File: src/shared/rcos_defines.svh
// register offsets, field positions and timing counts of the reference clock selector
`ifndef RCOS_DEFINES_SVH
`define RCOS_DEFINES_SVH

// register byte offsets
`define RCOS_OFF_CTRL_A 8'h00
`define RCOS_OFF_CTRL_B 8'h04
`define RCOS_OFF_CFG_A 8'h08
`define RCOS_OFF_CFG_B 8'h0c
`define RCOS_OFF_STATUS 8'h10

// decoded register indices
`define RCOS_IDX_CTRL_A 3'h0
`define RCOS_IDX_CTRL_B 3'h1
`define RCOS_IDX_CFG_A 3'h2
`define RCOS_IDX_CFG_B 3'h3
`define RCOS_IDX_STATUS 3'h4
`define RCOS_IDX_NONE 3'h7

// control register fields
`define RCOS_CTRL_W 7
`define RCOS_CHAN_MSB 4
`define RCOS_CHAN_LSB 0
`define RCOS_RATE_BIT 5
`define RCOS_EN_BIT 6
`define RCOS_CTRL_RST 7'h00

// config register fields
`define RCOS_CFG_W 5
`define RCOS_SRC_MSB 1
`define RCOS_SRC_LSB 0
`define RCOS_RATIO_MSB 4
`define RCOS_RATIO_LSB 2
`define RCOS_CFG_RST 5'h00

// channel count
`define RCOS_NUM_CHAN 22
`define RCOS_LAST_CHAN 5'h15

// free-running clock rates in kHz
`define RCOS_SYS_KHZ 100000
`define RCOS_T1_KHZ 1544
`define RCOS_E1_KHZ 2048
`define RCOS_HALF_T1 (`RCOS_SYS_KHZ / (2 * `RCOS_T1_KHZ))
`define RCOS_HALF_E1 (`RCOS_SYS_KHZ / (2 * `RCOS_E1_KHZ))
`define RCOS_FCNT_W 6

`endif

File: src/shared/rcos_pkg.sv
// types shared by the reference clock selector
`include "rcos_defines.svh"
package rcos_pkg;
  // clock source of one reference output
  typedef enum logic [1:0] {
    RCOS_SRC_RECOV = 2'b00,
    RCOS_SRC_EXT = 2'b01,
    RCOS_SRC_FREE = 2'b10,
    RCOS_SRC_RSVD = 2'b11
  } rcos_src_t;
  typedef logic [`RCOS_CTRL_W-1:0] rcos_ctrl_t;
  typedef logic [`RCOS_CFG_W-1:0] rcos_cfg_t;
endpackage

File: src/verilog/rcos_out_path.sv
// one reference output: source mux, rate divider and drive enable
`timescale 1ns/1ps
`default_nettype none
`include "rcos_defines.svh"
module rcos_out_path import rcos_pkg::*; (
  input wire logic clk_i, // system clock
  input wire logic rst_i, // synchronous reset, active high
  input wire logic [`RCOS_NUM_CHAN-1:0] rx_clk_i, // recovered channel clocks
  input wire logic ext_i, // external clock input
  input wire logic free_i, // free-running clock
  input wire logic [4:0] chan_i, // channel select
  input var rcos_src_t src_i, // source select
  input wire logic [2:0] ratio_i, // divide ratio minus one
  input wire logic en_i, // drive enable bit
  output logic out_o, // output level
  output logic oe_o // output enable, high drives
);
  logic sel_q;
  logic prev_q;
  logic out_q;
  logic oe_q;
  logic [2:0] cnt_q;
  logic src_d;
  logic edge_w;
  logic wrap_w;

  // source multiplexer
  always_comb begin
    unique case (src_i)
      RCOS_SRC_RECOV: src_d = (chan_i <= `RCOS_LAST_CHAN) ? rx_clk_i[chan_i] : 1'b0;
      RCOS_SRC_EXT: src_d = ext_i;
      RCOS_SRC_FREE: src_d = free_i;
      RCOS_SRC_RSVD: src_d = 1'b0;
    endcase
  end

  assign edge_w = sel_q ^ prev_q;
  assign wrap_w = (cnt_q >= ratio_i);

  // sample the selected source and track its edges
  always_ff @(posedge clk_i) begin
    if (rst_i) begin
      sel_q <= 1'b0;
      prev_q <= 1'b0;
    end else begin
      sel_q <= src_d;
      prev_q <= sel_q;
    end
  end

  // drive enable; disabled output goes high impedance
  always_ff @(posedge clk_i) begin
    if (rst_i) begin
      oe_q <= 1'b0;
    end else begin
      oe_q <= en_i;
    end
  end

  // toggle every ratio+1 source edges
  always_ff @(posedge clk_i) begin
    if (rst_i || !en_i) begin
      out_q <= 1'b0;
      cnt_q <= 3'h0;
    end else if (edge_w) begin
      if (wrap_w) begin
        out_q <= ~out_q;
        cnt_q <= 3'h0;
      end else begin
        cnt_q <= cnt_q + 3'h1;
      end
    end
  end

  assign out_o = out_q;
  assign oe_o = oe_q;
endmodule
`default_nettype wire

File: src/verilog/rcos_top.sv
// reference clock output selector with apb register access
//
// Overview of operation
// - output A runs from a chosen recovered channel clock of 22, external input A or a free clock.
// - the rate on output A is set by software through a divide ratio.
// - enable bit 6 of the A control register drives output A, else it floats.
// - output B runs from a chosen recovered channel clock of 22, external input B or a free clock.
// - enable bit 6 of the B control register drives output B, else it floats.
//
// Design decisions made here: the register offsets and the APB interface to the registers.
`timescale 1ns/1ps
`default_nettype none
`include "rcos_defines.svh"
module rcos_top import rcos_pkg::*; (
  input wire logic CLK_SYS_I, // 100 MHz system clock
  input wire logic RST_I, // synchronous reset, active high
  input wire logic PSEL_I, // apb select
  input wire logic PENABLE_I, // apb enable
  input wire logic PWRITE_I, // apb direction
  input wire logic [7:0] PADDR_I, // apb byte address
  input wire logic [31:0] PWDATA_I, // apb write data
  output logic [31:0] PRDATA_O, // apb read data
  output logic PREADY_O, // apb ready
  output logic PSLVERR_O, // apb error on unmapped address
  input wire logic [`RCOS_NUM_CHAN-1:0] RX_CLK_I, // recovered channel clocks
  input wire logic EXT_CLOCK_IN_A_I, // external clock input a
  input wire logic EXT_CLOCK_IN_B_I, // external clock input b
  output logic REF_CLOCK_OUT_A_O, // reference output a level
  output logic REF_CLOCK_OUT_A_OE_O, // reference output a enable
  output logic REF_CLOCK_OUT_B_O, // reference output b level
  output logic REF_CLOCK_OUT_B_OE_O // reference output b enable
);
  rcos_ctrl_t ctrl_q [2];
  rcos_cfg_t cfg_q [2];
  logic [31:0] prdata_q;
  logic [31:0] rdata_d;
  logic [2:0] idx_w;
  logic wr_w;
  logic [1:0] free_q;
  logic [`RCOS_FCNT_W-1:0] fcnt_q [2];
  logic [1:0] ext_w;
  logic [1:0] out_w;
  logic [1:0] oe_w;

  // address to register index
  function automatic logic [2:0] rcos_decode(input logic [7:0] addr);
    logic [2:0] idx;
    idx = `RCOS_IDX_NONE;
    unique case (addr)
      `RCOS_OFF_CTRL_A: idx = `RCOS_IDX_CTRL_A;
      `RCOS_OFF_CTRL_B: idx = `RCOS_IDX_CTRL_B;
      `RCOS_OFF_CFG_A: idx = `RCOS_IDX_CFG_A;
      `RCOS_OFF_CFG_B: idx = `RCOS_IDX_CFG_B;
      `RCOS_OFF_STATUS: idx = `RCOS_IDX_STATUS;
      default: idx = `RCOS_IDX_NONE;
    endcase
    return idx;
  endfunction

  // half period of a free clock in system cycles
  function automatic logic [`RCOS_FCNT_W-1:0] rcos_half(input int unsigned sel);
    return (sel == 0) ? `RCOS_FCNT_W'(`RCOS_HALF_T1) : `RCOS_FCNT_W'(`RCOS_HALF_E1);
  endfunction

  // apb handshake: zero wait states
  assign idx_w = rcos_decode(PADDR_I);
  assign wr_w = PSEL_I && PENABLE_I && PWRITE_I;
  assign PREADY_O = 1'b1;
  assign PSLVERR_O = PSEL_I && PENABLE_I && (idx_w == `RCOS_IDX_NONE);

  // per-output control and config storage
  for (genvar o = 0; o < 2; o++) begin : g_regs
    always_ff @(posedge CLK_SYS_I) begin
      if (RST_I) begin
        ctrl_q[o] <= `RCOS_CTRL_RST;
      end else if (wr_w && idx_w == (`RCOS_IDX_CTRL_A + 3'(o))) begin
        ctrl_q[o] <= PWDATA_I[`RCOS_CTRL_W-1:0];
      end
    end
    always_ff @(posedge CLK_SYS_I) begin
      if (RST_I) begin
        cfg_q[o] <= `RCOS_CFG_RST;
      end else if (wr_w && idx_w == (`RCOS_IDX_CFG_A + 3'(o))) begin
        cfg_q[o] <= PWDATA_I[`RCOS_CFG_W-1:0];
      end
    end
  end

  // read word selection
  always_comb begin
    rdata_d = 32'h0;
    unique case (idx_w)
      `RCOS_IDX_CTRL_A: rdata_d = {{(32-`RCOS_CTRL_W){1'b0}}, ctrl_q[0]};
      `RCOS_IDX_CTRL_B: rdata_d = {{(32-`RCOS_CTRL_W){1'b0}}, ctrl_q[1]};
      `RCOS_IDX_CFG_A: rdata_d = {{(32-`RCOS_CFG_W){1'b0}}, cfg_q[0]};
      `RCOS_IDX_CFG_B: rdata_d = {{(32-`RCOS_CFG_W){1'b0}}, cfg_q[1]};
      `RCOS_IDX_STATUS: rdata_d = {26'h0, free_q, oe_w[1], out_w[1], oe_w[0], out_w[0]};
      default: rdata_d = 32'h0;
    endcase
  end

  // read data captured in the setup cycle
  always_ff @(posedge CLK_SYS_I) begin
    if (RST_I) begin
      prdata_q <= 32'h0;
    end else if (PSEL_I && !PENABLE_I && !PWRITE_I) begin
      prdata_q <= rdata_d;
    end
  end
  assign PRDATA_O = prdata_q;

  // free-running clocks at t1 and e1 rates
  for (genvar f = 0; f < 2; f++) begin : g_free
    always_ff @(posedge CLK_SYS_I) begin
      if (RST_I) begin
        fcnt_q[f] <= '0;
        free_q[f] <= 1'b0;
      end else if (fcnt_q[f] >= rcos_half(f) - `RCOS_FCNT_W'(1)) begin
        fcnt_q[f] <= '0;
        free_q[f] <= ~free_q[f];
      end else begin
        fcnt_q[f] <= fcnt_q[f] + `RCOS_FCNT_W'(1);
      end
    end
  end

  assign ext_w = {EXT_CLOCK_IN_B_I, EXT_CLOCK_IN_A_I};

  // one output path per reference output
  for (genvar o = 0; o < 2; o++) begin : g_out
    rcos_out_path u_path (
      .clk_i(CLK_SYS_I),
      .rst_i(RST_I),
      .rx_clk_i(RX_CLK_I),
      .ext_i(ext_w[o]),
      .free_i(free_q[ctrl_q[o][`RCOS_RATE_BIT]]),
      .chan_i(ctrl_q[o][`RCOS_CHAN_MSB:`RCOS_CHAN_LSB]),
      .src_i(rcos_src_t'(cfg_q[o][`RCOS_SRC_MSB:`RCOS_SRC_LSB])),
      .ratio_i(cfg_q[o][`RCOS_RATIO_MSB:`RCOS_RATIO_LSB]),
      .en_i(ctrl_q[o][`RCOS_EN_BIT]),
      .out_o(out_w[o]),
      .oe_o(oe_w[o])
    );
  end

  // pin outputs
  assign REF_CLOCK_OUT_A_O = out_w[0];
  assign REF_CLOCK_OUT_A_OE_O = oe_w[0];
  assign REF_CLOCK_OUT_B_O = out_w[1];
  assign REF_CLOCK_OUT_B_OE_O = oe_w[1];
endmodule
`default_nettype wire

File: config.mk
export PLATFORM = sky130hd
export DESIGN_NAME = rcos_top
export DESIGN_NICKNAME = d
export VERILOG_FILES = /design/src/shared/rcos_pkg.sv /design/src/verilog/rcos_out_path.sv /design/src/verilog/rcos_top.sv
export VERILOG_INCLUDE_DIRS = /design/src /design/src/shared
export SDC_FILE = /design/constraint.sdc
export NUM_CORES = 1
export LEC_CHECK = 0
export BUFFER_PORTS_ARGS = -buffer_cell sky130_fd_sc_hd__buf_4
export CAP_MARGIN = 5
export CORE_MARGIN = 2
export CORE_UTILIZATION = 46
export CTS_CLUSTER_DIAMETER = 30
export DETAILED_ROUTE_END_ITERATION = 7
export PLACE_DENSITY = 0.77
export SLEW_MARGIN = 20
export SYNTH_ARGS = -nofsm -noshare
export SYNTH_HDL_FRONTEND = slang
export SYNTH_SLANG_ARGS = --single-unit
File: constraint.sdc
create_clock -name CLK_SYS_I -period 2.3 [get_ports CLK_SYS_I]
set_clock_uncertainty 0.15 [all_clocks]
set_input_delay 0.115 -clock CLK_SYS_I [delete_from_list [all_inputs] [get_ports CLK_SYS_I]]
set_output_delay 0.115 -clock CLK_SYS_I [all_outputs]
set_load 0.02 [all_outputs]
==> flow_summary.yaml, run 1 <==
timing:
  report.final.slew_viol_count: 0
  final.setup.tns_ns: 0
  max_freq_mhz: 482.5
  finalCriticalPeriod_ns: 2.073
  post-route-worst-setup-slack_ns: 0.2274
  setup_viol: 0
  holdWs_ns: 0.06231
  period_share_pct: 90.11
  rsz0062_at_grt: "false"
  hold_viol: 0
pwr:
  power_density_nw_per_um2: 579.2
  ir_drop_v: 0.0004002
  p_leak_nw: 1.720
outcome:
  status: "completed"
cts:
  clock-root-buffer: "clkbuf_8"
  clock_path_buffers: 2
  cts_tree: "done"
  clkLatencyLatePin_ns: 0.34
  ctsResizeCount: 0
  post_cts_buffers: 0
  cts.htree.levels: 3
  cts_sinks: 59
  clkTransAtPathRegs_ns: 0.06
  cts_made_buffers: 9
logic_synthesis:
  syn_area_per_cell_um2: 10.70
  synth_ff_type: "edfxtp_1"
  synth_seq_area_share_pct: 46.02
  synth_area_leader_cell: "edfxtp_1"
  ys_ff_latch: 59
  netlist_instances: 313
  yosys-top-cells-area: "edfxtp_1 32%, dfxtp_1 14%, mux4_2 6.7%"
  async_flop_share_pct: 0
  yosysUniqueCellTypes: 43
  synth.top_cell.area_share_pct: 32.27
  syn_area_um2: 3349
  synth_edf_count: 36
  synth_warnings: 0
final_layout:
  finalNetCount: 476
  syn_to_final_growth_pct: 22.45
  layout_commonest_cell: "buf_4"
  final_cell_mix: "62 x buf_4, 39 x conb_1, 36 x edfxtp_1"
  drive_above_1_share_pct: 23.38
  antenna_cells: 0
  fillers: 637
global_route:
  grt_max_degree: 16
  grt_usage_pct: 19.41
  grt_pass1_wl_mm: 11.30
  grt_pass1_vias: 2372
  antenna_found_initial: 0
  overflow: 0
die:
  dieArea_um2: 7980
  io_pins: 107
  core-area_um2: 7137
  start_util_pct: 46.93
  die_x_um: 89.33
  fp.dieH_um: 89.33
  row_count: 31
drt:
  antenna_left: 0
  dr_total_vias: 2527
  drc: 0
  first_iter_violations: 174
  drt_first_pass_iters: 4
  wl_per_cell_um: 14.54
  routed_via_density: 5.044
  wl_mm: 7.285
placement:
  port_buffers: 55
  gp_congestion: 0.8948
  dpl.hpwl_mm: 5.728
  pre_cts_ws_ns: -0.1131
worst_setup_path:
  path_delay_family: "multiplexers"
  crit_path_end_kind: "register"
  cp_cell_sequence: "mux4_2 > mux2i_1 > a22oi_1 > a211oi_1 > nor3_1"
  cp.buffers_inverters: 0
  slowest_delay_ns: 0.60
  critPathArrivalTime_ns: 2.14
  path_max_fanout: 7
  setup.worst_path.class: "reg2reg"
  worst_setup_path_start_kind: "register"
  cp_data_required_time_ns: 2.37
  critPathSlowestCell: "edfxtp_1"
worst_hold_path:
  hp-class: "in2reg"
flow_run:
  max_cap_viol_count: 0
worst register-to-register path, cell delays in order, from the launching register on:
cell,delay (ns)
edfxtp_1,0.60
mux4_2,0.56
mux2i_1,0.20
a22oi_1,0.14
a211oi_1,0.23
nor3_1,0.07
worst paths after layout:
check                                                 from                               end  slack, ns  cells past startpoint
worst max-delay path            ctrl_q[1][0]$_SDFFCE_PN0P_  g_out[1].u_path.sel_q$_SDFF_PP0_       0.23                      5
worst min-delay path                            PADDR_I[3]          PRDATA_O[4]$_SDFFE_PP0P_       0.06                      3
worst max register to register  ctrl_q[1][0]$_SDFFCE_PN0P_  g_out[1].u_path.sel_q$_SDFF_PP0_       0.23                      5
worst min register to register    PRDATA_O[1]$_SDFFE_PP0P_          PRDATA_O[1]$_SDFFE_PP0P_       0.34                      1
through the flow:
step                      instance area (um^2)  cells  util [%]  total power, mW
final                                     4101    501     57.47            2.376
after global routing                      4101    501     57.47            2.475
after CTS                                 4101    501     57.47            2.389
after detailed placement                  3857    477     54.05            1.579
after global placement                    3857    477     54.05            1.567
after floorplan                           3493    350         -            1.479
layout make-up:
type	instances	area [um^2]	share of cell area, %
sequential	59	1541	37.58
multi-input combinational	249	1697	41.37
clock buffer	12	145.1	3.539
inverter	8	30.03	0.7322
tap	99	123.9	3.020
timing repair buffer	70	545.5	13.30
clock inverter	4	18.77	0.4576
power by group:
part / internal, mW / switching (mW)
registers: 1.17 / 0.0537
logic: 0.166 / 0.177
clock network: 0.411 / 0.395
total: 1.75 / 0.626
sequential cells by signal (all words and copies together) (netlist names):
name / count
g_out.u_path.out_o: 2
PRDATA_O: 7
free_q: 2
g_out.u_path.oe_o: 2
g_out.u_path.cnt_q: 6
g_out.u_path.prev_q: 2
g_out.u_path.sel_q: 2
fcnt_q: 12
ctrl_q: 14
cfg_q: 10
Yosys cell counts, types with 3 or more instances:
| cell type | n |
|---|---|
| clkbuf_1 | 6 |
| inv_1 | 8 |
| nand2_1 | 15 |
| xnor2_1 | 4 |
| nor2b_1 | 7 |
| a21o_1 | 3 |
| edfxtp_1 | 36 |
| nand3_1 | 7 |
| a2bb2oi_1 | 5 |
| a22oi_1 | 6 |
| ha_1 | 10 |
| mux2i_1 | 15 |
| xor2_1 | 9 |
| buf_4 | 26 |
| nor3_1 | 5 |
| mux4_2 | 10 |
| nor2_1 | 33 |
| nand2b_1 | 4 |
| o21ai_0 | 13 |
| and2_1 | 25 |
| dfxtp_1 | 23 |
| a21oi_1 | 10 |
| nor4_1 | 3 |
cells by family after synthesis:
logic type / synth area share (%)
flops: 46.02
xor+xnor: 3.399
mux: 11.21
compound gates: 9.899
other cells: 0.2242
buf+inv: 7.621
fa+ha+maj: 3.736
simple gates: 17.89
metal layers:
layer | GRT usage, % | share of wire [%]
met1 | 24.90 | 44
met2 | 31.92 | 49
met3 | 4.524 | 4.8
met4 | 7.463 | 2.5
met5 | 0 | 0
repair_timing:
item / in CTS / in global routing
hold buffers: 8 / 0
endpoints found under the setup margin: 0 / 0
endpoints found under the hold margin: 32 / 0
Note: power is estimated with default switching activity, not from simulation.
==> inputs of run 2 (changes only) <==
PLACE_DENSITY = unset   (was 0.77)
PLACE_DENSITY_LB_ADDON = 0.05   (was unset)
clock period = 1.9 ns   (was 2.3 ns; I/O delays follow)
==> run 2 against run 1 <==
Net effect:
- the flow now finishes with violations (negative setup slack)
- register-to-register slack lost 0.23 ns
- clock power grew 70%
- critical path depth grew 2
- via count grew 0.40%
- final area grew 6.6%
- combinational power grew 34%
- worst hold slack lost 0.047 ns
- worst setup slack lost 0.32 ns
- first-iteration DRC count shrank 25%
- flip-flop and latch count is the same
- global-route usage grew 0.34 points
- total power grew 39%
- critical path type is now in2reg
- critical endpoint is now cfg_q[0][1]$_SDFFCE_PN0P_
- largest cell class unchanged
- largest power group unchanged
==> flow_summary.yaml, run 2 (synthesis results as in run 1) <==
worst_setup_path:
  cp_cell_sequence: "buf_6 > or4_4 > or3_4 > or4b_4 > buf_4 > nor2_4 > and2_1"
  crit_path_end_kind: "register"
  worstReg2RegStart: "ctrl_q[1][0]$_SDFFCE_PN0P_"
  path_max_fanout: 5
  slowest_delay_ns: 0.58
  setup.worst_path.class: "in2reg"
  worst_setup_path_start_kind: "input port"
  r2r_end: "g_out[1].u_path.sel_q$_SDFF_PP0_"
  cp_data_required_time_ns: 1.96
  r2r_slack_ns: 0
  critPathArrivalTime_ns: 2.05
  rr_worst_depth: 6
  critPathSlowestCell: "or4b_4"
placement:
  dpl.hpwl_mm: 5.725
  port_buffers: 55
  post-place-cells: 482
  gp_congestion: 0.7754
  pre_cts_ws_ns: -0.4803
  place_area_um2: 3944
global_route:
  grt_max_degree: 16
  grt_pass1_vias: 2486
  overflow: 0
  antenna_found_initial: 0
  grt_usage_pct: 19.75
  grt_pass1_wl_mm: 11.71
die:
  dieArea_um2: 7980
  row_count: 31
  core-area_um2: 7137
  io_pins: 107
  start_util_pct: 46.93
  die_x_um: 89.33
  fp.dieH_um: 89.33
timing:
  final.setup.tns_ns: -1.065
  max_freq_mhz: 501.9
  report.final.slew_viol_count: 0
  post-route-worst-setup-slack_ns: -0.09247
  rsz0062_at_grt: "true"
  setup_viol: 25
  finalCriticalPeriod_ns: 1.992
  hold_viol: 0
  holdWs_ns: 0.01520
  period_share_pct: 104.9
drt:
  wl_per_cell_um: 14.46
  routed_via_density: 4.984
  drc: 0
  drt_first_pass_iters: 4
  dr_total_vias: 2537
  wl_mm: 7.362
  first_iter_violations: 131
  antenna_left: 0
pwr:
  power.total_mw: 3.308
  p_leak_nw: 1.828
  power_density_nw_per_um2: 756.4
  ir_drop_v: 0.0004548
cts:
  clkTransAtPathRegs_ns: 0.06
  clock_path_buffers: 2
  cts_made_buffers: 9
  cts_tree: "done"
  clkLatencyLatePin_ns: 0.34
  cts.htree.levels: 3
  clock-root-buffer: "clkbuf_8"
  cts_sinks: 59
final_layout:
  design_area_um2: 4373
  antenna_cells: 0
  finalNonFillerCells: 509
  largest-register: "ctrl_q"
  final_cell_mix: "65 x buf_4, 39 x conb_1, 36 x edfxtp_1"
  finalNetCount: 484
  largest_reg_flops: 14
  syn_to_final_growth_pct: 30.56
  utilization_pct: 61.27
  reg_top3: "ctrl_q: 14 flops, fcnt_q: 12 flops, cfg_q: 10 flops"
  layout_commonest_cell: "buf_4"
  drive_above_1_share_pct: 29.51
outcome:
  violations: "negative setup slack"
  status: "finished with violations"
worst_hold_path:
  holdPathStages: 4
  min_to: "PRDATA_O[5]$_SDFFE_PP0P_"
  min_from: "PADDR_I[6]"
  hp-class: "in2reg"
flow_run:
  max_cap_viol_count: 0
run 2: cell types whose count changed in the layout (fill, tap and decap cells not counted), moves of 3 or more:
cell,change
bufinv_16,+3
buf_4,+3
o21ai_0,-4
buf_6,+4
run 2: where the power goes:
| part | internal, mW | leakage (nW) | switching [mW] |
|---|---|---|---|
| logic | 0.222 | 1.17 | 0.237 |
| clock network | 0.868 | 0.119 | 0.502 |
| registers | 1.42 | 0.538 | 0.0608 |
run 2: what timing repair did:
| item | CTS | global route |
|---|---|---|
| resized for setup | 7 | 15 |
| setup buffers | 1 | 2 |
| hold endpoints to repair | 34 | 0 |
| setup endpoints to repair | 26 | 47 |
| pin swaps | 6 | 5 |
| hold buffers | 8 | 0 |
| gates cloned | 0 | 0 |
run 2: worst max path at each step:
stage | from | end | slack [ns] | cells after the start
after floorplan | PADDR_I[1] | ctrl_q[0][0]$_SDFFCE_PN0P_ | -0.23 | 5
after global placement | PADDR_I[1] | ctrl_q[0][2]$_SDFFCE_PN0P_ | -0.43 | 6
after detailed placement | PADDR_I[1] | ctrl_q[0][5]$_SDFFCE_PN0P_ | -0.48 | 6
after CTS | PADDR_I[1] | ctrl_q[0][5]$_SDFFCE_PN0P_ | -0.07 | 6
after global routing | PADDR_I[1] | ctrl_q[0][5]$_SDFFCE_PN0P_ | -0.15 | 6
final | PADDR_I[1] | cfg_q[0][1]$_SDFFCE_PN0P_ | -0.09 | 7
run 2: critical path, delay by kind of cell:
family / cells / cell delay, ns
and+or+nand+nor: 5 / 1.70
buffers and inverters: 2 / 0.26
run 2: layout make-up:
type	count	area, um^2
clock buffer	9	123.9
timing repair buffer	78	633.1
clock inverter	7	116.4
multi-input combinational	249	1804
fill	607	2764
inverter	8	30.03
tap	99	123.9
sequential	59	1541
run 2: routing by layer:
layer	global-route usage [%]	up-vias	routed length [um]
li1	-	1253	-
met3	4.524	9	265
met5	0	-	0
met4	8.412	0	110
met2	32.66	49	3690
met1	24.85	1226	3296
